[src/hdl/adc_port_map.svh]
// constants of the converter output port
//
// Notes on behaviour
// every result is a 10-bit parallel word
// result appears five clocks after its sample; the code takes six, five delay stages plus the output flop
// coding is straight offset binary, full scale ones
// midscale top bit only, ends zeros and ones
// output disable high floats all data outputs
// disable low or floating drives outputs normally
// partner keeps output disable static while sampling
// power-down high enters low-current power-down mode
// floating power-down pin means normal operation
// outputs stay high impedance throughout power-down
// samples taken while powered down are invalid
// five invalid words follow power-down release
// partner clocks at most 20 Msps, near 50%; the bench clocks at 40 Msps
// one sample in, one result out per edge
`ifndef ADC_PORT_MAP_SVH
`define ADC_PORT_MAP_SVH

// ============================================================
// word layout
`define DATA_W        10
`define DATA_MSB      9
`define CODE_MIDSCALE 10'h200
`define CODE_ZERO     10'h000
`define CODE_ONES     10'h3FF

// ============================================================
// pipeline and recovery timing, in sample clocks
`define LATENCY       5
`define STAGES        5
`define WAKE_CYCLES   3'h5
`define WAKE_W        3
`define WAKE_ONE      3'h1
`define WAKE_NONE     3'h0

// ============================================================
// pin resting levels, held by the internal pull-downs
`define PIN_REST      1'b0

`endif

[src/hdl/adc_port_pkg.sv]
// types of the converter output port
package adc_port_pkg;

  // ============================================================
  // operating mode
  typedef enum logic [1:0] {
    MODE_RUN  = 2'b00,
    MODE_DOWN = 2'b01,
    MODE_WAKE = 2'b10
  } mode_type;

endpackage

[src/hdl/pin_sync.sv]
// three-flop synchroniser with agreement filter for a static pin
`timescale 1ns/1ps
`include "adc_port_map.svh"

module pin_sync (
  input  wire logic sys_clk_in,
  input  wire logic rstn_in,
  input  wire logic pin_in,
  output logic      level_out
);

  logic meta_r;
  logic mid_r;
  logic last_r;
  logic level_r;
  logic level_nxt;

  // ============================================================
  // filter: a change counts once the second and third flops agree
  always_comb begin
    level_nxt = level_r;
    if (mid_r == last_r) begin
      level_nxt = last_r;
    end
  end

  always_ff @(posedge sys_clk_in) begin
    if (!rstn_in) begin
      meta_r  <= `PIN_REST;
      mid_r   <= `PIN_REST;
      last_r  <= `PIN_REST;
      level_r <= `PIN_REST;
    end else begin
      meta_r  <= pin_in;
      mid_r   <= meta_r;
      last_r  <= mid_r;
      level_r <= level_nxt;
    end
  end

  assign level_out = level_r;

endmodule

[src/hdl/result_delay.sv]
// fixed-length delay line aligning results with their samples
`timescale 1ns/1ps
`include "adc_port_map.svh"

module result_delay (
  input  wire logic                  sys_clk_in,
  input  wire logic                  rstn_in,
  input  wire logic [`DATA_MSB:0]    code_in,
  input  wire logic                  valid_in,
  output logic      [`DATA_MSB:0]    code_out,
  output logic                       valid_out
);

  logic [`DATA_MSB:0] code_r  [`STAGES];
  logic               valid_r [`STAGES];
  logic [`DATA_MSB:0] code_nxt  [`STAGES];
  logic               valid_nxt [`STAGES];

  // ============================================================
  // one step per edge, every stage
  genvar g;
  generate
    for (g = 0; g < `STAGES; g++) begin : g_stage
      // the head stage is split off so no stage ever indexes below zero
      if (g == 0) begin : g_head
        always_comb begin
          code_nxt[g]  = code_in;
          valid_nxt[g] = valid_in;
        end
      end else begin : g_body
        always_comb begin
          code_nxt[g]  = code_r[g-1];
          valid_nxt[g] = valid_r[g-1];
        end
      end

      always_ff @(posedge sys_clk_in) begin
        if (!rstn_in) begin
          code_r[g]  <= `CODE_ZERO;
          valid_r[g] <= 1'b0;
        end else begin
          code_r[g]  <= code_nxt[g];
          valid_r[g] <= valid_nxt[g];
        end
      end
    end
  endgenerate

  assign code_out  = code_r[`STAGES-1];
  assign valid_out = valid_r[`STAGES-1];

endmodule

[src/hdl/adc_output_port.sv]
// digital output side of a pipelined 10-bit sampling converter
`timescale 1ns/1ps
`include "adc_port_map.svh"

module adc_output_port (
  input  wire logic                    sys_clk_in,
  input  wire logic                    rstn_in,
  input  wire logic signed [`DATA_MSB:0] sample_in,
  input  wire logic                    out_disable_in,
  input  wire logic                    power_down_in,
  output logic        [`DATA_MSB:0]    data_out,
  output logic        [`DATA_MSB:0]    data_oe_out,
  output logic                         data_valid_out,
  output logic                         low_power_out,
  output adc_port_pkg::mode_type       mode_out
);

  import adc_port_pkg::*;

  logic               disable_lvl;
  logic               down_lvl;
  logic [`DATA_MSB:0] code_conv;
  logic [`DATA_MSB:0] code_late;
  logic               valid_late;

  mode_type           mode_r;
  mode_type           mode_nxt;
  logic [`WAKE_W-1:0] wake_r;
  logic [`WAKE_W-1:0] wake_nxt;

  logic [`DATA_MSB:0] data_r;
  logic [`DATA_MSB:0] data_nxt;
  logic               valid_r;
  logic               valid_nxt;
  logic               drive_r;
  logic               drive_nxt;

  // ============================================================
  // static pins; the pull-downs make a floating pin read low
  pin_sync u_disable_sync (
    .sys_clk_in (sys_clk_in),
    .rstn_in    (rstn_in),
    .pin_in     (out_disable_in),
    .level_out  (disable_lvl)
  );

  pin_sync u_down_sync (
    .sys_clk_in (sys_clk_in),
    .rstn_in    (rstn_in),
    .pin_in     (power_down_in),
    .level_out  (down_lvl)
  );

  // ============================================================
  // coding: flipping the sign bit gives straight offset binary
  assign code_conv = {~sample_in[`DATA_MSB], sample_in[`DATA_MSB-1:0]};

  // a sample is only good if the core was awake when it was taken
  result_delay u_delay (
    .sys_clk_in (sys_clk_in),
    .rstn_in    (rstn_in),
    .code_in    (code_conv),
    .valid_in   (~down_lvl),
    .code_out   (code_late),
    .valid_out  (valid_late)
  );

  // ============================================================
  // mode control
  always_comb begin
    mode_nxt = mode_r;
    wake_nxt = wake_r;
    unique case (mode_r)
      MODE_RUN: begin
        if (down_lvl) begin
          mode_nxt = MODE_DOWN;
        end
      end
      MODE_DOWN: begin
        if (!down_lvl) begin
          mode_nxt = MODE_WAKE;
          wake_nxt = `WAKE_CYCLES;
        end
      end
      MODE_WAKE: begin
        if (down_lvl) begin
          mode_nxt = MODE_DOWN;
          wake_nxt = `WAKE_NONE;
        end else if (wake_r == `WAKE_ONE) begin
          mode_nxt = MODE_RUN;
          wake_nxt = `WAKE_NONE;
        end else begin
          wake_nxt = wake_r - `WAKE_ONE;
        end
      end
      default: begin
        mode_nxt = MODE_RUN;
        wake_nxt = `WAKE_NONE;
      end
    endcase
  end

  always_ff @(posedge sys_clk_in) begin
    if (!rstn_in) begin
      mode_r <= MODE_RUN;
      wake_r <= `WAKE_NONE;
    end else begin
      mode_r <= mode_nxt;
      wake_r <= wake_nxt;
    end
  end

  // ============================================================
  // output stage; the partner must keep the disable pin static,
  // toggling it only glitches the bus, it never corrupts the pipe
  always_comb begin
    data_nxt  = code_late;
    valid_nxt = valid_late && (mode_nxt == MODE_RUN);
    drive_nxt = !disable_lvl && (mode_nxt != MODE_DOWN);
    if (mode_nxt == MODE_DOWN) begin
      data_nxt = `CODE_ZERO;
    end
  end

  always_ff @(posedge sys_clk_in) begin
    if (!rstn_in) begin
      data_r  <= `CODE_ZERO;
      valid_r <= 1'b0;
      drive_r <= 1'b0;
    end else begin
      data_r  <= data_nxt;
      valid_r <= valid_nxt;
      drive_r <= drive_nxt;
    end
  end

  // one enable per data bit, all driven from the same flop
  genvar b;
  generate
    for (b = 0; b < `DATA_W; b++) begin : g_oe
      assign data_oe_out[b] = drive_r;
    end
  endgenerate

  assign data_out       = data_r;
  assign data_valid_out = valid_r;
  assign low_power_out  = (mode_r == MODE_DOWN);
  assign mode_out       = mode_r;

endmodule

[config.mk]
export PLATFORM = sky130hd
export DESIGN_NAME = adc_output_port
export DESIGN_NICKNAME = d
export VERILOG_FILES = /design/src/hdl/adc_port_pkg.sv /design/src/hdl/pin_sync.sv /design/src/hdl/result_delay.sv /design/src/hdl/adc_output_port.sv
export VERILOG_INCLUDE_DIRS = /design/src /design/src/hdl
export SDC_FILE = /design/constraint.sdc
export NUM_CORES = 1
export LEC_CHECK = 0
export BUFFER_PORTS_ARGS = -buffer_cell sky130_fd_sc_hd__clkbuf_2
export CAP_MARGIN = 10
export CORE_AREA = 2 2 75 77
export DETAILED_ROUTE_END_ITERATION = 8
export DIE_AREA = 0 0 77 79
export PLACE_DENSITY = 0.79
export SLEW_MARGIN = 20
export SYNTH_ARGS = -nofsm -noshare
export SYNTH_HDL_FRONTEND = slang
export SYNTH_SLANG_ARGS = --single-unit
[constraint.sdc]
create_clock -name sys_clk_in -period 1.75 [get_ports sys_clk_in]
set_input_delay 0 -clock sys_clk_in [delete_from_list [all_inputs] [get_ports sys_clk_in]]
set_output_delay 0 -clock sys_clk_in [all_outputs]
set_load 0.005 [all_outputs]
# Word-level counts from Yosys, hierarchy flattened
# Memory sizes are Yosys's and may differ from the RTL's. A register that Yosys moved wholly into a read port is not among the register bits.
# Index checks and enable logic that the tools add are counted.
# totals
inputBits	14
ram_bits	55
mem_count	2
ff_bits	15
elab_cells	65
output_inout_bits	24
# classes
bitwise	14
n_reduce_logical	7
add_sub_neg	1
n_eq_ne	8
n_mux	21
# memory_table
name	words	word_bits	read_ports	rd_clocked_by_memory_dff	write_ports	line_no	rtl
u_delay.code_r	5	10	5	1	5	result_delay.sv:14	logic [`DATA_MSB:0] code_r [`STAGES];
u_delay.valid_r	5	1	5	0	5	result_delay.sv:15	logic valid_r [`STAGES];
# op_table
op	count
two-way mux 10 bit	5
bitwise OR 1 bit	10
two-way mux 3 bit	3
one-hot mux 3 bit (3 select lines)	1
two-way mux 2 bit	4
two-way mux 1 bit	7
one-hot mux 2 bit (3 select lines)	1
== test 2 x 1 -> 1 bit (second input constant)	2
logical NOT 2 bit	2
NOT 1 bit	4
== test 3 x 1 -> 1 bit (second input constant)	1
subtractor 3 x 1 -> 3 bit (second input constant)	1
== test 1 bit	2
== test 2 bit (second input constant)	1
logical AND 1 bit	2
!= test 2 x 1 -> 1 bit (second input constant)	1
!= test 2 bit (second input constant)	1
AND reduction 2 bit	1
OR reduction 2 bit	1
logical NOT 1 bit	1

# Longest topological paths before layout
# depth
ltp_word	6
mapped_depth	7
mapped_depth_nobuf	6

# Hierarchy
# Synthesis repeated with hierarchy kept, for this count alone.
# hier_totals
cells_unflattened	215
hier_area_um2	2543.7
# modules_own_cells
module	instances	area_each_um2	seq_area_each_um2	cells_each
result_delay	1	1539.0	1101.1	115
adc_output_port	1	772.0	340.3	80
pin_sync	2	116.4	80.1	10

# Least setup slack after synthesis
# No wires, ideal clock.
# synth_timing
path_type	reg-to-reg
startpoint	reg mode_r[0] (netlist: mode_out[0])
endpoint	reg data_r[0] (netlist: data_out[0]) (read register of u_delay.code_r)
setup_time_ns	0.112
required_time_ns	1.638
synth_period_minus_slack_ns	1.599
arrival_ns	1.487
setup_slack_ns	0.151
stages_incl_launch_ff	7
path_buffers	1
cell_sequence	dfxtp_1 inv_1 ha_1 a211o_1 a221oi_2 buf_6 nor2_1
# synth_via
elab_chain_len	5
elab_cells_between_ends	10
cone_classes	3 x eq/ne; 5 x mux; 2 x reduce/logical
# synth_lines
element	line_no	rtl
start: declaration	adc_output_port.sv:26	mode_type mode_r;
start signal: assignment	adc_output_port.sv:108	mode_r <= mode_nxt;
two-way mux 2 bit	adc_output_port.sv:89	end else if (wake_r == `WAKE_ONE) begin
two-way mux 2 bit	adc_output_port.sv:86	if (down_lvl) begin
one-hot mux 2 bit (3 select lines) (*)	adc_output_port.sv:73	unique case (mode_r)
== test 2 x 1 -> 1 bit (*)	adc_output_port.sv:120	if (mode_nxt == MODE_DOWN) begin
OR reduction 2 bit (no source line) (*)	--	
end: declaration	adc_output_port.sv:31	logic [`DATA_MSB:0] data_r;
# Mark *: on every way between the ends. The rest lies on a longest branch, timed or not.
# A chain may end at the register's enable or synchronous reset.

# Worst setup path in the final report
# layout_timing
startpoint	reg mode_r[0] (netlist: mode_out[0])
endpoint	reg data_r[9] (netlist: data_out[9]) (read register of u_delay.code_r)
# The elaborated chain is that of the path after synthesis.

==> summary.md <==
| Metric | Value |
|---|---|
| CTS sink cnt | 80 |
| Initial DRC count | 88 |
| Vias in the first global route | 1228 |
| Final Cell Area | 3018 sq um |
| DRT antenna net count | 0 |
| VDD IR-drop max | 0.0007106 V |
| I/O pin count | 38 |
| Synth top cells by count | dfxtp_1, and2_1, nand2_1 |
| Setup slack, reg-to-reg | 0.08 ns |
| Slowest cell on the critical path | dfxtp_2 |
| Synthesized cell area | 2521 sq um |
| Post-CTS setup repair buffer count | 0 |
| Placed cell area | 2706 sq um |
| MaxCap Viol Count | 0 |
| Initial antenna violation count | 0 |
| CP cell instances | inv_1 > ha_1 > a211o_1 > a221oi_4 > buf_4 > nor2_1 |
| Die Y | 79 microns |
| FP Rows | 27 |
| Net load switching power | 0.0006236 W |
| Die ar. | 6083 sq um |
| Fin Hold WS | 0.1994 ns |
| Power Dens Cells | 1028 nW/um^2 |
| Largest net degree at the start of global routing | 55 |
| Layout cells sized above 1 | 0.2238 |
| Worst Setup End Kind | flip-flop |
| Required time worst endpoint | 1.97 ns |
| Pint | 0.002479 W |
| Worst path max stage delay | 0.39 ns |
| Clk Latency, worst-skew pair | 0.33 ns |
| CTS root buf | clkbuf_8 |
| CORE AREA | 5338 sq um |
| Worst hold path startpoint | rstn_in |
| Top_reg_cell synth | dfxtp_1 |
| WP data arrival | 1.89 ns |
| Post-layout minimum cycle time | 1.669 ns |
| Share of flip-flops with an asynchronous set or reset | 0 |
| RSZ-0062 raised after global routing | true |
| Yosys reg bits | 80 |
| Starting Density | 0.4723 |
| Via-per-instance ratio | 4.166 |
| Global-route usage over all layers | 0.1137 |
| Mapped Cells | 230 |
| Via count | 1454 |
| Syn_nets | 250 |
| Top-count cell post-synth | dfxtp_1 |
| Reg2Reg Depth | 6 |
| Slew Limit Fails | 0 |
| Final Power | 0.003102 W |
| Nets@finish | 293 |
| Dpl hpwl | 1917 microns |
| Filler instances | 448 |
| Synth cell types | 27 |
| Port bufs | 37 |
| Flop pwr share | 0.605 |
| Synth-to-Final Area Change | 19.70% |
| EDFF count, synth | 0 |
| Setup Viol. Count Final | 0 |
| Sequential area share after synthesis | 0.6352 |
| CP Buf/Inv Count | 2 |
| Worst r2r dst | data_out[9] |
| Ys Warns | 0 |
| CTS H-tree lvls | 3 |
| Min-Delay Path Class | in2reg |
| Reg-to-reg startpoint | mode_out[0] |
| Cell taking the most area after synthesis | dfxtp_1 |
| Die width | 77 microns |
| Number of hold violations in the final report | 0 |
| Clock tree buffer depth | 2 |
| Num CTS Buffers | 9 |
| CTS tree | done |
| Area contributors post-synth | dfxtp_1, and2_1, buf_4, ha_1, nand2_1 |
| Grt ovf | 0 |
| Critical path startpoint category | flip-flop |
| Logic pwr share | 0.036 |
| Fmax achieved | 0.5991 GHz |
| Slew @ Worst Pin | 0.4951 ns |
| CP max FO | 6 |
| Leak Pwr | 1.304 nW |
| First-pass GRT wire length | 5250 microns |
| Wire per inst | 9.049 microns |
| # DRC | 0 |
| Clk_skew | 0.003852 ns |
| Worst hold path depth | 3 |
| RD Place Congestion | 0.6574 |
| Switching part of the total | 0.2010 |
| Drt total wl | 3158 microns |
| Status | completed |
| Clock transition at the registers of the reported paths | 0.07 ns |
| Cell family with most CP delay | compound AO/OA/AOI/OAI gates |
| Area share of the leading cell type in the synthesized netlist | 0.6352 |
| WHS Endpoint | data_out[7] |
| ANT cells | 0 |
| Mean Syn Cell Area | 10.96 sq um |
| Critical path start-end classification | reg2reg |
| Worst slew margin | 0.6699 |
| Clock power frac | 0.359 |
| Final Cycle Share | 0.9539 |
| Drt first pass iters | 4 |
==> sequential cells by signal, summed over array words and instances (netlist names) <==
name	flops
data_out	10
data_valid_out	1
drive_r	1
mode_out	2
u_delay.code_r	50
u_delay.valid_r	5
u_disable_sync.last_r	1
u_disable_sync.level_out	1
u_disable_sync.meta_r	1
u_disable_sync.mid_r	1
u_down_sync.last_r	1
u_down_sync.level_out	1
u_down_sync.meta_r	1
u_down_sync.mid_r	1
wake_r	3
==> power groups by stage <==
stage / clock (W) / combinational [W] / sequential [W]
after global placement: 0 / 0.0000901 / 0.00192
after floorplan: 0 / 0.0000725 / 0.00192
after global routing: 0.00125 / 0.000126 / 0.00188
final: 0.00111 / 0.000112 / 0.00188
after CTS: 0.00116 / 0.000113 / 0.00188
after detailed placement: 0 / 0.0000917 / 0.00192
==> cell families after synthesis <==
kind of cell | Yosys count | share of synthesized area
AND/OR/NAND/NOR | 101 | 0.2308
flip-flops | 80 | 0.6352
buffers and inverters | 25 | 0.05558
AO/OA/AOI/OAI | 18 | 0.04863
adder cells (fa/ha/maj) | 6 | 0.02978
==> per-stage QoR <==
step           setup TNS (ns)  worst slack (ns)  instances  utilization
2_1_floorplan               0            0.1514        230            -
3_3_place_gp                0            0.1249        321       0.5070
4_1_cts                     0           0.03723        348       0.5602
3_5_place_dp                0           0.05110        321       0.5070
6_report                    0           0.08071        349       0.5654
5_1_grt             -0.006939         -0.004051        349       0.5654
==> timing repair <==
item / in CTS / in global routing
endpoints found under the setup margin: 0 / 10
endpoints found under the hold margin: 12 / 0
hold buffers: 12 / 0
resized for setup: 0 / 7
==> worst reg2reg max path, cell delays in order, from the launching register on <==
cell      delay, ns
dfxtp_2        0.39
inv_1          0.08
ha_1           0.26
a211o_1        0.32
a221oi_4       0.28
buf_4          0.19
nor2_1         0.05
==> per-layer routing <==
layer / GRT usage / share of wire
met5: 0 / 0
met4: 0.06964 / 0.011
met3: 0.05227 / 0.062
met2: 0.1763 / 0.46
met1: 0.1283 / 0.47
==> cell usage in the layout, fill, tap and decap left out, drive strengths merged, types with 2 or more instances in the layout <==
master,instances
nor3b,2
o21ai,5
nor2b,3
clkbuf,49
dlygate4sd3,12
dfxtp,80
a21boi,4
buf,4
and2,61
nor2,12
nor3,2
clkinv,3
inv,4
nand2b,2
a21o,2
nand2,15
ha,6
a21oi,3
==> layout make-up <==
cell class	instances	area [sq um]	share of cell area
multi-input cells	125	797.0	0.2641
repair buffers	53	347.8	0.1153
clock inverters	3	18.77	0.006219
clock buffers	12	145.1	0.04809
flip-flops and latches	80	1604	0.5315
well taps	72	90.09	0.02985
inverters	4	15.01	0.004975
==> worst max path at each step <==
stage                           start     endpoint  slack, ns  cells after the start
after floorplan           mode_out[0]  data_out[0]       0.15                      6
after global placement    mode_out[0]  data_out[0]       0.12                      6
after detailed placement  mode_out[0]  data_out[5]       0.05                      6
after CTS                 mode_out[0]  data_out[6]       0.04                      6
after global routing      mode_out[0]  data_out[3]     -0.004                      6
final                     mode_out[0]  data_out[9]       0.08                      6
Power figures use the tool's default switching activity.
